**src/core/clkgen_ctrl_pkg.sv**
```systemverilog
// Package for the clock generator control registers of the codec.
// Assumes a single system clock domain; pin inputs are synchronised
// inside the top module before use.
package clkgen_ctrl_pkg;

  // ****************************************************************
  // Register map
  // ****************************************************************
  localparam logic [4:0]  ADDR_GEN2_SAMPLE_RATE = 5'h14;
  localparam logic [4:0]  ADDR_GEN2_PHASE_SHIFT = 5'h15;
  localparam logic [4:0]  ADDR_GEN3_MODE        = 5'h16;

  localparam logic [15:0] GEN2_RATE_RESET  = 16'hbb80;
  localparam logic [15:0] GEN2_PHASE_RESET = 16'h0000;
  localparam logic [15:0] GEN3_MODE_RESET  = 16'h0000;

  // ****************************************************************
  // Field positions
  // ****************************************************************
  localparam int PH_DIR_BIT   = 8;
  localparam int PH_MAG_MSB   = 7;
  localparam int G3_REF_BIT   = 15;
  localparam int G3_VID_BIT   = 14;
  localparam int G3_GAIN_BIT  = 13;
  localparam int G3_P200_BIT  = 12;
  localparam int G3_X87_BIT   = 11;
  localparam int G3_C128_BIT  = 10;
  localparam int G3_MOD_MSB   = 7;
  // Writable bits of the phase and mode registers; reserved bits stay 0
  localparam logic [15:0] PH_WR_MASK = 16'h01ff;
  localparam logic [15:0] G3_WR_MASK = 16'hfcff;

  // ****************************************************************
  // Timing
  // ****************************************************************
  localparam real MASTER_CLK_MHZ = 24.576;
  localparam real PHASE_TICK_MHZ = 3.072;
  // Master clock edges per phase decrement step
  localparam int  PHASE_DIV      = int'(MASTER_CLK_MHZ / PHASE_TICK_MHZ);
  localparam logic [2:0] PHASE_DIV_LAST = 3'(PHASE_DIV - 1);

  // Slot 1 echo of the pre-write register value
  typedef enum logic [2:0] {
    ECHO_IDLE  = 3'b001,
    ECHO_ARMED = 3'b010,
    ECHO_FRAME = 3'b100
  } echo_state_e;

endpackage

```
**src/core/phase_shift_if.sv**
```systemverilog
// Carrier between the register block and the phase shift unit.
// Both ends run on the same system clock.
`timescale 1ns/100ps
`default_nettype none

interface phase_shift_if;
  logic       clear;
  logic       load;
  logic       load_dir;
  logic [7:0] load_mag;
  logic       tick;
  logic [7:0] mag;
  logic       dir;
  logic       step;

  modport ctrl (output clear, load, load_dir, load_mag, tick,
                input  mag, dir, step);
  modport unit (input  clear, load, load_dir, load_mag, tick,
                output mag, dir, step);
endinterface

`default_nettype wire

```
**src/core/phase_shift_unit.sv**
```systemverilog
// Pending phase shift magnitude with its decrementer.
// Assumes tick is a one-cycle pulse at the phase step rate.
`timescale 1ns/100ps
`default_nettype none

module phase_shift_unit (
  input  wire logic    clk_sys_i,
  input  wire logic    rstn_i,
  phase_shift_if.unit  ps
);
  import clkgen_ctrl_pkg::*;

  logic [7:0] mag_q, mag_d;
  logic       dir_q, dir_d;
  logic       step_q, step_d;

  always_comb begin
    mag_d  = mag_q;
    dir_d  = dir_q;
    step_d = 1'b0;
    if (ps.clear) begin
      mag_d = GEN2_PHASE_RESET[PH_MAG_MSB:0];                 // [RULE_11]
      dir_d = 1'b0;
    end else if (ps.load) begin
      // A new value replaces whatever is still pending
      mag_d = ps.load_mag;                                    // [RULE_09]
      dir_d = ps.load_dir;                                    // [RULE_05]
    end else if (ps.tick && (mag_q != 8'h00)) begin
      mag_d  = mag_q - 8'h01;                                 // [RULE_07]
      step_d = 1'b1;                                          // [RULE_06]
    end
    // No step once the magnitude is spent                   // [RULE_17]
  end

  always_ff @(posedge clk_sys_i or negedge rstn_i) begin
    if (!rstn_i) begin
      mag_q  <= 8'h00;
      dir_q  <= 1'b0;
      step_q <= 1'b0;
    end else begin
      mag_q  <= mag_d;
      dir_q  <= dir_d;
      step_q <= step_d;
    end
  end

  assign ps.mag  = mag_q;
  assign ps.dir  = dir_q;
  assign ps.step = step_q;

endmodule // phase_shift_unit

`default_nettype wire

```
**src/core/clkgen_ctrl_regs.sv**
```systemverilog
// Control registers for sample clock generators two and three.
// Assumes the serial frame logic on the same clock presents decoded
// register accesses and slot 0 / slot 1 strobes; pins are async.
`timescale 1ns/100ps
`default_nettype none

// Notes on behaviour
// [RULE_01] Off sync reference, gen2 rate is the rate word, 1 Hz per count.
// [RULE_02] Host keeps the rate word between 0x0fa0 and 0xd2f0.
// [RULE_03] Rate word resets to 0xbb80, 48 kHz.
// [RULE_04] Rate word held at default, writes ignored, in reset or power-down.
// [RULE_05] Phase register: bit 8 direction, 7:0 magnitude, 15:9 reserved.
// [RULE_06] Each magnitude count shifts the gen2 sample clock 0.12 degrees.
// [RULE_07] Pending magnitude decrements once per 3.072 MHz tick.
// [RULE_08] Phase read shows magnitude pending at slot 0 or slave frame sync.
// [RULE_09] A new phase value replaces any pending magnitude at once.
// [RULE_10] Any write echoes the old value in slot 1 of the next frame.
// [RULE_11] Phase register resets to zero; zero while reset, off or disabled.
// [RULE_12] Gen3 mode fields: ref, video, gain, +200, 8/7, x128, modifiers.
// [RULE_13] Gen3 ref 0: master clock base, 8/7 and +200 apply, video ignored.
// [RULE_14] Gen3 ref 1: clocks derived from sync input three.
// [RULE_15] Host writes zero to all reserved bits.
// [RULE_16] Gen2 8/7 on crystal reference gives 8/7 of the rate word.
// [RULE_17] At zero magnitude shifting stops until a new nonzero write.
module clkgen_ctrl_regs
  import clkgen_ctrl_pkg::*;
(
  input  wire logic        clk_sys_i,
  input  wire logic        rstn_i,
  // Pins
  input  wire logic        power_down_n_i,
  input  wire logic        master_clock_in_i,
  input  wire logic        sync_input_three_i,
  input  wire logic        slave_frame_sync_in_i,
  // Decoded register access from the frame logic
  input  wire logic        reg_wr_i,
  input  wire logic        reg_rd_i,
  input  wire logic [4:0]  reg_addr_i,
  input  wire logic [15:0] reg_wdata_i,
  output logic      [15:0] reg_rdata_o,
  output logic             reg_rvalid_o,
  // Frame timing
  input  wire logic        bus_master_i,
  input  wire logic        slot0_start_i,
  input  wire logic        slot1_start_i,
  output logic      [15:0] slot1_data_o,
  output logic             slot1_valid_o,
  // Gen2 mode bits held elsewhere
  input  wire logic        gen2_sync_reference_select_i,
  input  wire logic        gen2_eight_sevenths_i,
  input  wire logic        gen2_enable_i,
  // Gen2 clock steering
  output logic      [16:0] gen2_conv_rate_hz_o,
  output logic             gen2_phase_step_o,
  output logic             gen2_phase_direction_o,
  // Gen3 clock steering
  output logic             gen3_ref_clock_o,
  output logic             gen3_reference_select_o,
  output logic             gen3_video_lock_o,
  output logic             gen3_loop_gain_o,
  output logic             gen3_bitclk_plus200_o,
  output logic             gen3_eight_sevenths_o,
  output logic             gen3_conv_pin_times128_o,
  output logic      [7:0]  gen3_rate_modifier_o
);

  // ****************************************************************
  // Pin synchronisers
  // ****************************************************************
  logic [3:0] pin_meta_q, pin_sync_q, pin_prev_q;
  logic       pd_n_s, mclk_s, sync_input_three_s, fsync_s;

  always_ff @(posedge clk_sys_i or negedge rstn_i) begin
    if (!rstn_i) begin
      pin_meta_q <= 4'h0;
      pin_sync_q <= 4'h0;
      pin_prev_q <= 4'h0;
    end else begin
      pin_meta_q <= {power_down_n_i, master_clock_in_i,
                     sync_input_three_i, slave_frame_sync_in_i};
      pin_sync_q <= pin_meta_q;
      pin_prev_q <= pin_sync_q;
    end
  end

  assign {pd_n_s, mclk_s, sync_input_three_s, fsync_s} = pin_sync_q;

  logic hold;
  logic mclk_rise, fsync_rise;
  // Power-down counts as asserted until its level has been seen high
  assign hold       = !pd_n_s;
  assign mclk_rise  = mclk_s && !pin_prev_q[2];
  assign fsync_rise = fsync_s && !pin_prev_q[0];

  // ****************************************************************
  // Phase tick from master clock edges
  // ****************************************************************
  logic [2:0] div_q, div_d;
  logic       tick_q, tick_d;

  always_comb begin
    div_d  = div_q;
    tick_d = 1'b0;
    if (mclk_rise) begin
      if (div_q == PHASE_DIV_LAST) begin
        div_d  = 3'h0;
        tick_d = 1'b1;                                        // [RULE_07]
      end else begin
        div_d = div_q + 3'h1;
      end
    end
  end

  always_ff @(posedge clk_sys_i or negedge rstn_i) begin
    if (!rstn_i) begin
      div_q  <= 3'h0;
      tick_q <= 1'b0;
    end else begin
      div_q  <= div_d;
      tick_q <= tick_d;
    end
  end

  // ****************************************************************
  // Registers
  // ****************************************************************
  logic [15:0] rate_q, rate_d;
  logic [15:0] mode3_q, mode3_d;
  logic [7:0]  snap_q, snap_d;
  logic        wr_rate, wr_phase, wr_mode3;
  logic        phase_hold;
  logic [15:0] phase_view;

  phase_shift_if ps ();

  assign wr_rate    = reg_wr_i && (reg_addr_i == ADDR_GEN2_SAMPLE_RATE);
  assign wr_phase   = reg_wr_i && (reg_addr_i == ADDR_GEN2_PHASE_SHIFT);
  assign wr_mode3   = reg_wr_i && (reg_addr_i == ADDR_GEN3_MODE);
  assign phase_hold = hold || !gen2_enable_i;

  assign ps.clear    = phase_hold;                            // [RULE_11]
  assign ps.load     = wr_phase && !phase_hold;
  assign ps.load_dir = reg_wdata_i[PH_DIR_BIT];
  assign ps.load_mag = reg_wdata_i[PH_MAG_MSB:0];
  assign ps.tick     = tick_q;

  phase_shift_unit u_phase (
    .clk_sys_i (clk_sys_i),
    .rstn_i    (rstn_i),
    .ps        (ps)
  );

  always_comb begin
    rate_d  = rate_q;
    mode3_d = mode3_q;
    snap_d  = snap_q;
    if (hold) begin
      rate_d  = GEN2_RATE_RESET;                              // [RULE_04]
      mode3_d = GEN3_MODE_RESET;
    end else begin
      if (wr_rate)
        rate_d = reg_wdata_i;
      if (wr_mode3)
        mode3_d = reg_wdata_i & G3_WR_MASK;                   // [RULE_12]
    end
    // Pending magnitude is captured per frame for the host to read
    if (phase_hold)
      snap_d = 8'h00;
    else if (bus_master_i ? slot0_start_i : fsync_rise)
      snap_d = ps.mag;                                        // [RULE_08]
  end

  always_ff @(posedge clk_sys_i or negedge rstn_i) begin
    if (!rstn_i) begin
      rate_q  <= GEN2_RATE_RESET;                             // [RULE_03]
      mode3_q <= GEN3_MODE_RESET;
      snap_q  <= 8'h00;
    end else begin
      rate_q  <= rate_d;
      mode3_q <= mode3_d;
      snap_q  <= snap_d;
    end
  end

  assign phase_view = {7'h00, ps.dir, snap_q};                // [RULE_05]

  // ****************************************************************
  // Read port and slot 1 echo
  // ****************************************************************
  logic [15:0] rdata_q, rdata_d, cur_val;
  logic        rvalid_q;
  logic [15:0] echo_q, echo_d, sdata_q, sdata_d;
  logic        evalid_q, evalid_d;
  echo_state_e est_q, est_d;

  always_comb begin
    unique case (reg_addr_i)
      ADDR_GEN2_SAMPLE_RATE: cur_val = rate_q;
      ADDR_GEN2_PHASE_SHIFT: cur_val = phase_view;
      ADDR_GEN3_MODE:        cur_val = mode3_q;
      default:               cur_val = 16'h0000;
    endcase
    rdata_d = reg_rd_i ? cur_val : rdata_q;
  end

  always_comb begin
    est_d    = est_q;
    echo_d   = echo_q;
    evalid_d = 1'b0;
    unique case (est_q)
      ECHO_IDLE:  ;
      ECHO_ARMED: if (slot0_start_i) est_d = ECHO_FRAME;
      ECHO_FRAME: if (slot1_start_i) begin
        evalid_d = 1'b1;                                      // [RULE_10]
        est_d    = ECHO_IDLE;
      end
      default:    est_d = ECHO_IDLE;
    endcase
    // Latch what goes out so a write in the same cycle cannot swap it
    sdata_d = evalid_d ? echo_q : sdata_q;                    // [RULE_10]
    // A newer write takes the echo slot of the frame that follows it
    if (reg_wr_i) begin
      echo_d = cur_val;                                       // [RULE_10]
      est_d  = ECHO_ARMED;
    end
  end

  always_ff @(posedge clk_sys_i or negedge rstn_i) begin
    if (!rstn_i) begin
      rdata_q  <= 16'h0000;
      rvalid_q <= 1'b0;
      echo_q   <= 16'h0000;
      sdata_q  <= 16'h0000;
      evalid_q <= 1'b0;
      est_q    <= ECHO_IDLE;
    end else begin
      rdata_q  <= rdata_d;
      rvalid_q <= reg_rd_i;
      echo_q   <= echo_d;
      sdata_q  <= sdata_d;
      evalid_q <= evalid_d;
      est_q    <= est_d;
    end
  end

  // ****************************************************************
  // Clock steering outputs
  // ****************************************************************
  logic [16:0] conv_q, conv_d;
  logic [19:0] rate_x8;
  logic        g3_ref;

  assign rate_x8 = {rate_q, 3'b000} + 20'h00003;

  always_comb begin
    conv_d = {1'b0, rate_q};                                  // [RULE_01]
    if (!gen2_sync_reference_select_i && gen2_eight_sevenths_i)
      conv_d = 17'(rate_x8 / 20'h00007);                      // [RULE_16]
  end

  always_ff @(posedge clk_sys_i or negedge rstn_i) begin
    if (!rstn_i)
      conv_q <= {1'b0, GEN2_RATE_RESET};
    else
      conv_q <= conv_d;
  end

  assign g3_ref = mode3_q[G3_REF_BIT];

  assign reg_rdata_o              = rdata_q;
  assign reg_rvalid_o             = rvalid_q;
  assign slot1_data_o             = sdata_q;
  assign slot1_valid_o            = evalid_q;
  assign gen2_conv_rate_hz_o      = conv_q;
  assign gen2_phase_step_o        = ps.step;                  // [RULE_06]
  assign gen2_phase_direction_o   = ps.dir;
  assign gen3_ref_clock_o         = g3_ref ? sync_input_three_s : mclk_s; // [RULE_14]
  assign gen3_reference_select_o  = g3_ref;
  assign gen3_video_lock_o        = g3_ref && mode3_q[G3_VID_BIT]; // [RULE_13]
  assign gen3_loop_gain_o         = mode3_q[G3_GAIN_BIT];
  assign gen3_bitclk_plus200_o    = mode3_q[G3_P200_BIT];
  assign gen3_eight_sevenths_o    = ~g3_ref & mode3_q[G3_X87_BIT]; // [RULE_13]
  assign gen3_conv_pin_times128_o = mode3_q[G3_C128_BIT];
  assign gen3_rate_modifier_o     = mode3_q[G3_MOD_MSB:0];

endmodule // clkgen_ctrl_regs

`default_nettype wire

```
**config.mk**
```make
export PLATFORM = sky130hd
export DESIGN_NAME = clkgen_ctrl_regs
export DESIGN_NICKNAME = d
export VERILOG_FILES = /design/src/core/clkgen_ctrl_pkg.sv /design/src/core/phase_shift_if.sv /design/src/core/phase_shift_unit.sv /design/src/core/clkgen_ctrl_regs.sv
export SDC_FILE = /design/constraint.sdc
export NUM_CORES = 1
export LEC_CHECK = 0
export ABC_AREA = 1
export BUFFER_PORTS_ARGS = -buffer_cell sky130_fd_sc_hd__clkbuf_2
export CORE_ASPECT_RATIO = 0.8
export CORE_MARGIN = 4
export CORE_UTILIZATION = 60
export DETAILED_ROUTE_END_ITERATION = 8
export GPL_ROUTABILITY_DRIVEN = 1
export HOLD_SLACK_MARGIN = 0.1
export PLACE_DENSITY_LB_ADDON = 0.12
export SLEW_MARGIN = 10
export SYNTH_ARGS = -nofsm -noshare
export SYNTH_HDL_FRONTEND = slang
export SYNTH_SLANG_ARGS = --single-unit
```
**constraint.sdc**
```tcl
create_clock -name clk_sys_i -period 8.35 [get_ports clk_sys_i]
set_clock_uncertainty 0.15 [all_clocks]
set_input_delay 1.67 -clock clk_sys_i [delete_from_list [all_inputs] [get_ports clk_sys_i]]
set_output_delay 1.67 -clock clk_sys_i [all_outputs]
set_load 0.01 [all_outputs]
```
== Yosys cells after proc, flatten, opt, wreduce, memory -nomap -nowiden ==
Index checks and enable logic that the tools add are counted.

* Output and inout bits: 68
* Flip-flop bits (word level): 135
* Input port bits: 35

* Equality and inequality tests: 12
* Bitwise operators: 2
* Reductions and logical operators: 21
* Div/mod/pow operators: 1
* Add/sub/neg operators: 3
* Multiplexer cells: 27

{| class="wikitable"
|+ Operator list
! kind !! number
|-
| 2-to-1 mux 16 bit || 4
|-
| case mux 16 bit (3 select lines) || 1
|-
| 2-to-1 mux 8 bit || 5
|-
| adder 19 x 2 -> 20 bit (second input constant) || 1
|-
| divider 20 x 3 -> 20 bit (second input constant) || 1
|-
| 2-to-1 mux 17 bit || 1
|-
| equality test 5 bit (second input constant) || 3
|-
| 2-to-1 mux 3 bit || 4
|-
| 2-to-1 mux 1 bit || 11
|-
| logical AND 1 bit || 9
|-
| case mux 3 bit (3 select lines) || 1
|-
| nonzero test 8 bit || 1
|-
| subtractor 8 x 1 -> 8 bit (second input constant) || 1
|-
| equality test 3 bit (second input constant) || 2
|-
| zero test 1 bit || 6
|-
| != test 3 bit (second input constant) || 2
|-
| != test 2 x 1 -> 1 bit (second input constant) || 2
|-
| nonzero test 2 bit || 2
|-
| adder 3 x 1 -> 3 bit (second input constant) || 1
|-
| equality test 3 x 1 -> 1 bit (second input constant) || 1
|-
| equality test 3 x 2 -> 1 bit (second input constant) || 1
|-
| AND reduction 3 bit || 1
|-
| nonzero test 3 bit || 1
|-
| != test 2 bit (second input constant) || 1
|-
| 3 further kinds || 3
|}

== Depth between registers and ports, before layout ==
Gate-level depths: netlist of the first run.

* Depth after elaboration: 6
* Mapped depth: 61
* Depth with buffers taken out: 61

== Cells and area by module ==
Synthesis of the first run repeated with hierarchy kept, for this count alone.

* Cell total of the unflattened synthesis: 825
* Area, all modules: 6751.5 um^2

{| class="wikitable"
|+ Modules (own cells, without submodules)
! module !! cells each !! sequential area each (um^2) !! area an instance (um^2) !! times used
|-
| clkgen_ctrl_regs || 723 || 3071.7 || 6045.8 || 1
|-
| phase_shift_unit || 102 || 250.2 || 705.7 || 1
|}

== Least setup slack after synthesis of the first run ==
OpenSTA, ideal clock, no wires.

* Path type: flip-flop to flip-flop
* Start: register rate_q[13]
* End: register conv_q[0], in the netlist gen2_conv_rate_hz_o[0]
* Buffers on the path: 0
* Arrival: 5.146 ns
* Path slack: 2.936 ns
* Period minus slack after synthesis: 5.414 ns
* Stages on the path, launching flop included: 53
* Cells stage by stage: dfstp_2 -> nand3_2 -> nand2_2 -> nand2_2 -> nand2_4 -> nand2_2 -> a21oi_1 -> nor2_2 -> nand2_2 -> nand2_2 -> nand2_2 -> nand4_1 -> nand2_2 -> nand2_2 -> nand2_2 -> nor2_2 -> nand2_1 -> nand2_1 -> [... 17 more ...] -> nand2_2 -> nand4_2 -> nand2_2 -> nand2_1 -> nand2_1 -> inv_2 -> ha_1 -> inv_1 -> o21ai_4 -> nand2_4 -> ha_1 -> o21ai_1 -> nor2_1 -> nand2_1 -> nand2_1 -> nand3_1 -> nor2_1 -> nor2_1

* Cells in the longest elaborated chain, start to end: 3

{| class="wikitable"
|+ Ends and longest elaborated chain
! item !! RTL line !! RTL
|-
| start, declared || clkgen_ctrl_regs.sv:127 || <nowiki>logic [15:0] rate_q, rate_d;</nowiki>
|-
| start signal, assigned || clkgen_ctrl_regs.sv:179 || <nowiki>rate_q <= rate_d;</nowiki>
|-
| adder 19 x 2 -> 20 bit || clkgen_ctrl_regs.sv:253 || <nowiki>assign rate_x8 = {rate_q, 3'b000} + 20'h00003;</nowiki>
|-
| divider 20 x 3 -> 20 bit || clkgen_ctrl_regs.sv:258 || <nowiki>conv_d = 17'(rate_x8 / 20'h00007);</nowiki>
|-
| 2-to-1 mux 17 bit || clkgen_ctrl_regs.sv:257 || <nowiki>if (!gen2_sync_reference_select_i && gen2_eight_sevenths_i)</nowiki>
|-
| via conv_d[0] || clkgen_ctrl_regs.sv:249 || <nowiki>logic [16:0] conv_q, conv_d;</nowiki>
|-
| end signal, assigned || clkgen_ctrl_regs.sv:263 || <nowiki>conv_q <= {1'b0, GEN2_RATE_RESET};</nowiki>
|-
| end signal, assigned || clkgen_ctrl_regs.sv:265 || <nowiki>conv_q <= conv_d;</nowiki>
|-
| end, declared || clkgen_ctrl_regs.sv:249 ||
|}

The timed path passes the listed nets, and every way through them passes these cells.
A chain may end at the register's enable or synchronous reset.

== Worst setup path in the final report of the first run ==
* Start: register rate_q[15]
* End: register conv_q[0], in the netlist gen2_conv_rate_hz_o[0]

Same word-level chain as after synthesis.

==> results of run 1 <==
## metrics by stage
stage	instance area, sq um	power, W	util, %
2_1_floorplan	6560	0.00110	-
3_3_place_gp	7140	0.00120	68.3
3_5_place_dp	7140	0.00123	68.3
4_1_cts	7690	0.00194	73.6
5_1_grt	7690	0.00205	73.6
6_report	7690	0.00195	73.6
## per-layer routing
| layer | track usage [%] | share of wire [%] | vias up |
|---|---|---|---|
| met1 | 38.4 | 43 | 2771 |
| met5 | 0 | 0 | - |
| met2 | 46.8 | 47 | 260 |
| li1 | - | - | 2687 |
| met3 | 5.11 | 7.3 | 40 |
| met4 | 11.1 | 2.5 | 0 |
## layout make-up
cell class                 count  share of cell area, %
timing repair buffer         106                   7.06
clock inverter                 9                   1.40
inverter                      99                   4.83
sequential                   132                   43.2
tap                          140                   2.28
clock buffer                  23                   5.82
multi-input combinational    506                   35.4
## worst paths after layout
path	from	slack (ps)	end	cells after the start
setup / recovery	rate_q[15]	1910	gen2_conv_rate_hz_o[0]	52
hold / removal	pin_meta_q[0]	200	pin_sync_q[0]	0
setup reg to reg	rate_q[15]	1910	gen2_conv_rate_hz_o[0]	52
hold reg to reg	pin_meta_q[0]	200	pin_sync_q[0]	0
max in group asynchronous	rstn_i	5490	est_q[2]	2
min in group asynchronous	rstn_i	1190	gen2_conv_rate_hz_o[10]	1
## sequential cells by signal, summed over array words and instances, names as in the netlist
signal	count
rate_q	16
reg_rvalid_o	1
reg_rdata_o	16
pin_prev_q	2
pin_meta_q	4
u_phase.ps.step	1
mode3_q	14
echo_q	16
u_phase.ps.dir	1
snap_q	8
div_q	3
slot1_data_o	16
u_phase.ps.mag	8
est_q	3
slot1_valid_o	1
gen2_conv_rate_hz_o	17
pin_sync_q	4
ps.tick	1
## power by group through the flow
| stage | clock (W) | combinational (W) | sequential, W |
|---|---|---|---|
| 2_1_floorplan | 0 | 0.000350 | 0.000745 |
| 3_3_place_gp | 0 | 0.000461 | 0.000737 |
| 3_5_place_dp | 0 | 0.000494 | 0.000738 |
| 4_1_cts | 0.000713 | 0.000501 | 0.000728 |
| 5_1_grt | 0.000747 | 0.000565 | 0.000734 |
| 6_report | 0.000712 | 0.000505 | 0.000729 |
## synthesized netlist by cell type, types with 8 or more instances
cell,number
nand2_1,182
dfrtp_1,117
o21ai_0,102
inv_1,86
nand3_1,40
nand2_2,38
nor2_1,35
clkbuf_1,20
dfstp_2,15
mux2_2,15
a21oi_1,14
buf_4,8
o221ai_1,8
## logic make-up after synthesis
kind of cell,Yosys count
buf+inv,128
compound gates,149
fa+ha+maj,7
mux,16
xor+xnor,6
simple gates,328
flops,132
==> run_results.csv, run 1 <==
group,metric,value,unit
logic_synthesis,synthFlopType,"dfrtp_1",
logic_synthesis,synth_edf_count,0,
logic_synthesis,yosys.area_share.simple,24.0,%
final_layout,final_cells,1015,
floorplanning,initial_core_util,62.8,%
logic_synthesis,synth_top_family_by_area,"simple AND/OR/NAND/NOR gates",
clocking,clk_pin_slew_worst_paths,60,ps
floorplanning,die_area,0.0127,sq mm
place,place_ws,2120,ps
clocking,cts.hold.buffers_added,0,
min_path,hold_class,"register to register",
clocking,cts_setup_buffers,0,
critical_path,crit_top_cell,"nand2_2",
critical_path,critPathRequiredTime,8490,ps
flow_run,drv_cap,0,
logic_synthesis,synth-compound-area-share,12.7,%
timing,max_freq,155,MHz
final_layout,final_cell_mix,"nand2_1, dfrtp_1, o21ai_0, clkbuf_2, inv_1",
timing,fin_crit,6440,ps
drt,wl_per_cell,17.0,um
critical_path,slowest_stage,"dfstp_2",
timing,rsz0062_at_grt,"no",
place,portBuffers,102,
timing,relSlewSlack,33.0,%
logic_synthesis,synthAdderAreaFrac,1.34,%
critical_path,cp.buffers_inverters,4,
logic_synthesis,syn_area_per_cell,8.56,sq um
critical_path,cp_top_family,"simple AND/OR/NAND/NOR gates",
timing,layout_setup_ws,1910,ps
final_layout,fin_nets,904,
drt,drt_iter0_drc,583,
power_and_ir_drop,power_frac_clock,36.6,%
critical_path,critical-path-max-stage-delay,550,ps
place,gp_congestion,0.949,
power_and_ir_drop,netSwitchingFraction,32.8,%
clocking,htreeDepth,4,
global_routing,grt_pass1_vias,5658,
drt,first_pass_iters,5,
logic_synthesis,synth_top_area_cell,"dfrtp_1",
logic_synthesis,synth_top_area_share,44.6,%
critical_path,start_kind,"register",
global_routing,antenna_found_initial,0,
status,status,"complete, no violations",
critical_path,crit_type,"register to register",
logic_synthesis,synth_area_leaders,"dfrtp_1, nand2_1, o21ai_0",
drt,num_vias,5758,
timing,tns,0,ps
drt,drc_errors,0,
clocking,cts_sinks,132,
floorplanning,io_pins,103,
logic_synthesis,yosysWarningCount,0,
final_layout,ff_latch_area,0.00332,sq mm
timing,hold_viol,0,
timing,hold_ws,202,ps
global_routing,grt_usage,28.5,%
clocking,clkLatencyLatePin,420,ps
critical_path,crit_fanout,7,
power_and_ir_drop,p_leak,3.89,nW
clocking,cts.repair.resized,0,
global_routing,overflow,0,
floorplanning,coreArea,0.0104,sq mm
logic_synthesis,ys_ff_latch,132,
logic_synthesis,synth_nets,808,
logic_synthesis,synth_cell_types,41,
logic_synthesis,syn_inst,766,
clocking,tritoncts,"done",
power_and_ir_drop,seqPwrFrac,37.5,%
critical_path,critPathArrivalTime,6590,ps
drt,drt_wl_total,17300,um
final_layout,antenna_cells,0,
place,dpl.cell_count,983,
clocking,cts_made_buffers,17,
final_layout,multiInputGateArea,0.00273,sq mm
logic_synthesis,synth_xor_area_share,0.801,%
critical_path,end_kind,"register",
logic_synthesis,muxShareOfSynthArea,2.73,%
floorplanning,rows,33,
power_and_ir_drop,switchingPower,0.000639,W
final_layout,drive_above_1_share,26.5,%
clocking,root_buffer,"clkbuf_16",
logic_synthesis,synth_area,0.00656,sq mm
clocking,ctsLongestPathBuffers,2,
power_and_ir_drop,peakVddDrop,0.170,mV
final_layout,fill_cells,787,
final_layout,final_common_cell,"nand2_1",
timing,period_share,77.2,%
floorplanning,die_w,125,um
power_and_ir_drop,intPower,0.00131,W
drt,ant_nets,0,
timing,setup_viol,0,
timing,slew_viol_final,0,
final_layout,area_delta_synth_final,17.3,%
global_routing,grt_pass1_wl,28400,um
power_and_ir_drop,pwr-share-comb,25.9,%
logic_synthesis,ys_seq_area_share,50.7,%
floorplanning,die_h,102,um
timing,tightest_slew,1000,ps
drt,via_per_inst,5.67,
place,hpwl,12600,um
global_routing,grt_max_degree,71,
power_and_ir_drop,powerDensity,253,mW/mm^2
logic_synthesis,async_flop_share,100,%
(Power assumes the default switching activity.)
==> inputs of run 2 (changes only) <==
--- a/config.mk
+++ b/config.mk
@@ -5,11 +5,11 @@
 export SDC_FILE = /design/constraint.sdc
 export NUM_CORES = 1
 export LEC_CHECK = 0
-export ABC_AREA = 1
+export ABC_AREA = 0
 export BUFFER_PORTS_ARGS = -buffer_cell sky130_fd_sc_hd__clkbuf_2
 export CORE_ASPECT_RATIO = 0.8
 export CORE_MARGIN = 4
-export CORE_UTILIZATION = 60
+export CORE_UTILIZATION = 53
 export DETAILED_ROUTE_END_ITERATION = 8
 export GPL_ROUTABILITY_DRIVEN = 1
 export HOLD_SLACK_MARGIN = 0.1
==> constraint.sdc (replaced) <==
create_clock -name clk_sys_i -period 5.2 [get_ports clk_sys_i]
set_clock_uncertainty 0.15 [all_clocks]
set_input_delay 1.04 -clock clk_sys_i [delete_from_list [all_inputs] [get_ports clk_sys_i]]
set_output_delay 1.04 -clock clk_sys_i [all_outputs]
set_load 0.01 [all_outputs]
==> run 2 against run 1 <==
  * Worst hold slack worse by 0.53 ps
  * Global-route usage up 3.3 points
  * Register-to-register slack lost 3600 ps
  * Via count grew 39%
  * Synthesized area increased by 16%
  * The flow now finishes with violations (negative setup slack)
  * Clock power grew 62%
  * Wire length is 57% higher
  * Sequential cell count is the same
  * Critical path depth decreased by 23
  * Critical endpoint unchanged
  * Largest cell class is now multi-input combinational cells
==> run_results.csv, run 2 <==
group,metric,value,unit
clocking,ctsLongestPathBuffers,2,
timing,setup_viol,4,
floorplanning,io_pins,103,
critical_path,crit_fanout,7,
logic_synthesis,synth_edf_count,0,
status,status,"finished, violations left",
status,failed_checks,"negative setup slack",
global_routing,busiest_layer,"met2",
logic_synthesis,syn_inst,827,
critical_path,critPathRequiredTime,5360,ps
critical_path,crit_type,"register to register",
logic_synthesis,synth_top_area_share,38.5,%
critical_path,critPathArrivalTime,7020,ps
power_and_ir_drop,peakVddDrop,0.227,mV
timing,slew_viol_final,0,
drt,drc_errors,0,
timing,fin_crit,6860,ps
logic_synthesis,async_flop_share,100,%
final_layout,final_common_cell,"buf_4",
final_layout,antenna_cells,0,
final_layout,ff_latch_area,0.00332,sq mm
critical_path,crit_top_cell,"buf_4",
global_routing,grt_pass1_wl,40300,um
place,portBuffers,102,
logic_synthesis,ys_ff_latch,132,
drt,wl_per_cell,21.7,um
logic_synthesis,synth_area,0.00760,sq mm
floorplanning,coreArea,0.0138,sq mm
critical_path,end_kind,"register",
drt,first_pass_iters,5,
drt,via_per_inst,6.38,
global_routing,grt_util_met1,42.7,%
global_routing,grt_usage,31.7,%
logic_synthesis,syn_area_per_cell,9.19,sq um
logic_synthesis,synth_cell_types,99,
logic_synthesis,ys_seq_area_share,43.7,%
timing,max_freq,146,MHz
drt,drt_iter0_drc,995,
floorplanning,rows,38,
critical_path,r2r_slack,-1660,ps
logic_synthesis,synthFlopType,"dfrtp_1",
logic_synthesis,synthTopCellsByCount,"nand2_1, dfrtp_1, nor2_1, o21ai_0, a21oi_1",
drt,ant_nets,0,
timing,period_share,132,%
critical_path,critical-path-max-stage-delay,630,ps
clocking,clkLatencyLatePin,430,ps
global_routing,met3_usage,8.40,%
logic_synthesis,synth_most_common_cell,"nand2_1",
logic_synthesis,synth_area_leaders,"dfrtp_1, nand2_1, dfstp_2",
final_layout,area_delta_synth_final,38.5,%
global_routing,antenna_found_initial,0,
timing,layout_setup_ws,-1660,ps
critical_path,cp.buffers_inverters,7,
power_and_ir_drop,power,0.00302,W
drt,drt_wl_total,27200,um
final_layout,final_cell_mix,"buf_4, nand2_1, dfrtp_1, clkbuf_2, nor2_1",
clocking,htreeDepth,4,
clocking,cts_made_buffers,17,
place,gp_congestion,0.905,
final_layout,fin_nets,1103,
power_and_ir_drop,powerDensity,286,mW/mm^2
critical_path,slowest_stage,"dfstp_2",
place,dpl-instance-area,0.00921,sq mm
global_routing,overflow,0,
critical_path,start_kind,"register",
timing,tightest_slew,1170,ps
clocking,cts_sinks,132,
drt,num_vias,8006,
final_layout,design_area,0.0105,sq mm
clocking,tritoncts,"done",
final_layout,drive_above_1_share,41.9,%
flow_run,drv_cap,0,
logic_synthesis,synth_top_area_cell,"dfrtp_1",
global_routing,globalRouteMet2Util,50.0,%
floorplanning,die_area,0.0163,sq mm
power_and_ir_drop,p_leak,4.72,nW
clocking,root_buffer,"clkbuf_16",
final_layout,fill_cells,897,
timing,relSlewSlack,22.0,%
clocking,clk_pin_slew_worst_paths,60,ps
final_layout,multiInputGateArea,0.00442,sq mm
floorplanning,initial_core_util,55.1,%
place,hpwl,18400,um
global_routing,grt_max_degree,99,
logic_synthesis,synth_nets,869,
final_layout,largest_reg_flops,17,
min_path,hold_class,"register to register",
timing,hold_viol,0,
place,place_ws,-1680,ps
logic_synthesis,yosysWarningCount,0,
floorplanning,die_w,142,um
critical_path,cp_top_family,"compound AO/OA/AOI/OAI gates",
global_routing,grt_pass1_vias,7653,
floorplanning,die_h,115,um
timing,rsz0062_at_grt,"yes",
run 2: path summary, 6_finish.rpt:
| kind | start | endpoint | cells after the start |
|---|---|---|---|
| worst max-delay path | rate_q[15] | gen2_conv_rate_hz_o[0] | 29 |
| worst min-delay path | pin_meta_q[0] | pin_sync_q[0] | 0 |
| worst max register to register | rate_q[15] | gen2_conv_rate_hz_o[0] | 29 |
| worst min register to register | pin_meta_q[0] | pin_sync_q[0] | 0 |
| max in group asynchronous | rstn_i | rate_q[12] | 2 |
| min in group asynchronous | rstn_i | gen2_conv_rate_hz_o[2] | 1 |
run 2: final cells by class:
class	instances	area share, %
clock inverters	15	1.31
well taps	180	2.14
clock buffers	17	4.04
inverters	22	0.784
repair buffers	279	18.2
flip-flops and latches	132	31.6
multi-input cells	609	42.0
run 2: power by group:
group	switching, W	internal, W	total [W]
sequential	0.0000507	0.00110	0.00115
clock	0.000519	0.000631	0.00115
combinational	0.000379	0.000336	0.000715
total	0.000948	0.00207	0.00302
run 2: logic make-up (layout without fill, tap and decap cells):
logic type,count (synthesis),after routing,synth area share [%]
AOI/OAI and AO/OA,245,245,23.7
buffers and inverters,86,333,5.13
DFF,132,132,43.7
adders and majority gates,7,7,1.15
xor gates and xnor gates,10,10,1.25
and+or+nand+nor,312,312,19.9
muxes,35,35,5.15
run 2: metal layers:
metal / vias to the layer above / routed length [um]
met5: - / 0
met4: 0 / 949
met3: 98 / 2650
met2: 530 / 12600
met1: 3865 / 11100
li1: 3513 / -
run 2: timing repair:
| action | CTS | global route |
|---|---|---|
| setup endpoints to repair | 4 | 4 |
| pin swaps | 26 | 41 |
| hold buffers | 0 | 0 |
| resized for setup | 58 | 42 |
| setup buffers | 19 | 19 |
| hold endpoints to repair | 0 | 0 |
run 2: through the flow:
stage / TNS (ps) / instances / hold slack (ps) / util [%]
after global placement: -3190 / 1186 / 183 / 66.8
after CTS: -2420 / 1237 / 203 / 73.9
after global routing: -4370 / 1254 / 209 / 76.4
final: -3910 / 1254 / 201 / 76.4
after floorplan: -2010 / 827 / 181 / -
after detailed placement: -3950 / 1186 / 188 / 66.8
==> inputs of run 3 (changes only) <==
--- a/config.mk
+++ b/config.mk
@@ -17,4 +17,5 @@
 export SLEW_MARGIN = 10
 export SYNTH_ARGS = -nofsm -noshare
 export SYNTH_HDL_FRONTEND = slang
+export SYNTH_HIERARCHICAL = 1
 export SYNTH_SLANG_ARGS = --single-unit
==> run 3 against run 2 <==
  * The flow still finishes with violations (negative setup slack)
  * Via count shrank 6.0%
  * Cell area up 0.55%
  * Count of clock-buffer cells in the layout up 2
  * Critical path depth shrank 5
  * Fmax up 14%
==> run_results.csv, run 3 <==
group,metric,value,unit
status,failed_checks,"negative setup slack",
critical_path,crit_chain,"or4bb_4, or2_4, o211ai_1, buf_4, a32oi_1, o221a_2, buf_4, a31oi_4, buf_4, nor2_4, buf_4, a221o_1, o21ai_4, a21oi_2, o41a_4, buf_6, a21o_1, o211ai_1, nand2_2, ha_4, a21oi_4, or4_4, a21oi_2, o21ai_1",
timing,layout_setup_ws,-791,ps
critical_path,crit_type,"register to register",
timing,max_freq,167,MHz
critical_path,r2r-start,"rate_q[12]",
clocking,htreeDepth,4,
logic_synthesis,async_flop_share,100,%
clocking,ctsLongestPathBuffers,2,
place,hpwl,16500,um
final_layout,antenna_cells,0,
critical_path,critPathRequiredTime,5350,ps
clocking,cts_sinks,132,
global_routing,overflow,0,
flow_run,drv_cap,0,
timing,setup_viol,4,
floorplanning,die_area,0.0166,sq mm
logic_synthesis,synthFlopType,"dfrtp_1",
floorplanning,die_h,116,um
timing,hold_viol,0,
logic_synthesis,synth_edf_count,0,
logic_synthesis,ys_ff_latch,132,
place,dpl.cell_count,1174,
clocking,tritoncts,"done",
floorplanning,die_w,143,um
timing,slew_viol_final,0,
timing,tightest_slew,1210,ps
drt,first_pass_iters,5,
floorplanning,io_pins,103,
critical_path,reg2reg_depth,24,
drt,via_per_inst,6.04,
drt,wl_per_cell,19.2,um
floorplanning,initial_core_util,54.0,%
final_layout,design_area,0.0106,sq mm
final_layout,drive_above_1_share,41.8,%
drt,ant_nets,0,
critical_path,end_kind,"register",
logic_synthesis,synth_cell_types,108,
critical_path,crit_top_cell,"buf_4",
logic_synthesis,synth_nets,877,
final_layout,final_common_cell,"buf_4",
drt,drc_errors,0,
floorplanning,coreArea,0.0143,sq mm
status,status,"finished, violations left",
timing,tns,-1610,ps
min_path,hold-path-endpoint,"pin_sync_q[2]",
min_path,hold_start,"pin_meta_q[2]",
timing,rsz0062_at_grt,"yes",
power_and_ir_drop,peakVddDrop,0.259,mV
drt,num_vias,7526,
critical_path,r2r-end,"gen2_conv_rate_hz_o[0]",
clocking,clk_pin_slew_worst_paths,60,ps
place,dpl-instance-area,0.00914,sq mm
critical_path,critPathArrivalTime,6140,ps
logic_synthesis,synth_area,0.00772,sq mm
critical_path,slowest_stage,"dfstp_4",
place,portBuffers,102,
global_routing,grt_pass1_vias,7347,
global_routing,antenna_found_initial,0,
critical_path,crit_fanout,6,
final_layout,final_cells,1247,
place,gp_congestion,0.905,
timing,period_share,115,%
power_and_ir_drop,powerDensity,281,mW/mm^2
logic_synthesis,synthTopCellsByCount,"dfrtp_1, nand2_1, nor2_1, a21oi_1, clkbuf_1",
critical_path,r2r_slack,-790,ps
clocking,cts.hold.buffers_added,0,
timing,fin_crit,5990,ps
min_path,min_delay_path_depth,0,
clocking,cts_made_buffers,17,
critical_path,critical-path-max-stage-delay,670,ps
global_routing,grt_max_degree,94,
logic_synthesis,syn_inst,835,
final_layout,final_cell_mix,"buf_4, dfrtp_1, nand2_1, clkbuf_2, nor2_1",
final_layout,fin_nets,1092,
power_and_ir_drop,p_leak,4.67,nW
drt,drt_iter0_drc,522,
logic_synthesis,ys_seq_area_share,43.0,%
final_layout,fin_util,74.1,%
timing,relSlewSlack,19.2,%
min_path,hold_class,"register to register",
clocking,clkLatencyLatePin,420,ps
critical_path,start_kind,"register",
logic_synthesis,yosysWarningCount,6,
logic_synthesis,syn_area_per_cell,9.25,sq um
logic_synthesis,synth_top_area_share,37.9,%
drt,drt_wl_total,24000,um
clocking,root_buffer,"clkbuf_16",
final_layout,largest_reg_flops,17,
global_routing,grt_usage,28.8,%
logic_synthesis,synth_top_area_cell,"dfrtp_1",
floorplanning,rows,39,
final_layout,area_delta_synth_final,37.1,%
logic_synthesis,synth_area_leaders,"dfrtp_1, nand2_1, dfstp_2",
global_routing,grt_pass1_wl,37300,um
[run 3: changes by cell type after synthesis, moves of 6 or more]
cell	before	now
o21ai_0	47	28
a311oi_1	8	2
nand3_1	15	28
a21oi_1	46	60
nor2_1	71	62
a211oi_1	13	7
nor3_1	23	14
[run 3: worst max path at each step]
stage          startpoint                     end  slack, ps  cells past startpoint
6_report       rate_q[12]  gen2_conv_rate_hz_o[0]       -790                     24
5_1_grt        rate_q[13]  gen2_conv_rate_hz_o[0]      -1080                     33
4_1_cts        rate_q[11]  gen2_conv_rate_hz_o[0]       -680                     25
3_5_place_dp   rate_q[15]  gen2_conv_rate_hz_o[0]       -880                     23
3_3_place_gp   rate_q[11]  gen2_conv_rate_hz_o[0]       -780                     23
2_1_floorplan  rate_q[14]  gen2_conv_rate_hz_o[0]       -770                     26
[run 3: metrics by stage]
stage / setup WS [ps] / total power, W / hold WS (ps)
3_5_place_dp: -881 / 0.00169 / 186
2_1_floorplan: -770 / 0.00145 / 181
5_1_grt: -1080 / 0.00311 / 217
4_1_cts: -684 / 0.00293 / 204
3_3_place_gp: -785 / 0.00166 / 183
6_report: -791 / 0.00298 / 201
[run 3: cells by family (layout without fill, tap and decap cells)]
logic type      count (synthesis)  count (layout)  share of synthesized area (%)
compound gates                248             248                           23.4
xor+xnor                        9               9                           1.12
fa+ha+maj                      10              10                           1.56
buf+inv                        88             316                           5.28
flops                         132             132                           43.0
mux                            39              39                           5.78
simple gates                  309             309                           19.8
[run 3: timing repair]
action                                  CTS  global route
pin swaps                                29            39
endpoints found under the setup margin    3             4
setup buffers                            29            13
gates resized for setup                  48            61
[run 3: critical path, delay by kind of cell, from the launching register on]
kind	cells	cell delay (ps)
adder cells (fa/ha/maj)	1	310
buffers and inverters	5	760
AO/OA/AOI/OAI	13	2630
flip-flops	1	670
AND/OR/NAND/NOR	5	1330
[run 3: where the power goes]
group	internal [W]	switching, W	total, W
Combinational	0.000325	0.000325	0.000650
Sequential	0.00110	0.0000459	0.00115
Clock	0.000698	0.000485	0.00118
[run 3: area by class of cell]
class                      instances  area (sq um)
tap                              184           230
clock buffer                      19           453
multi-input combinational        615          4530
fill                            1057          3710
timing repair buffer             258          1810
inverter                          26          97.6
clock inverter                    13           138
sequential                       132          3330
[run 3: metal layers]
layer | routed length [um] | GRT usage [%] | share of wire [%] | vias up
met5 | 0 | 0 | 0 | -
met4 | 459 | 11.3 | 1.9 | 0
met3 | 2000 | 7.34 | 8.3 | 44
met2 | 11400 | 46.0 | 48 | 331
met1 | 10100 | 38.0 | 42 | 3680
li1 | - | - | - | 3471
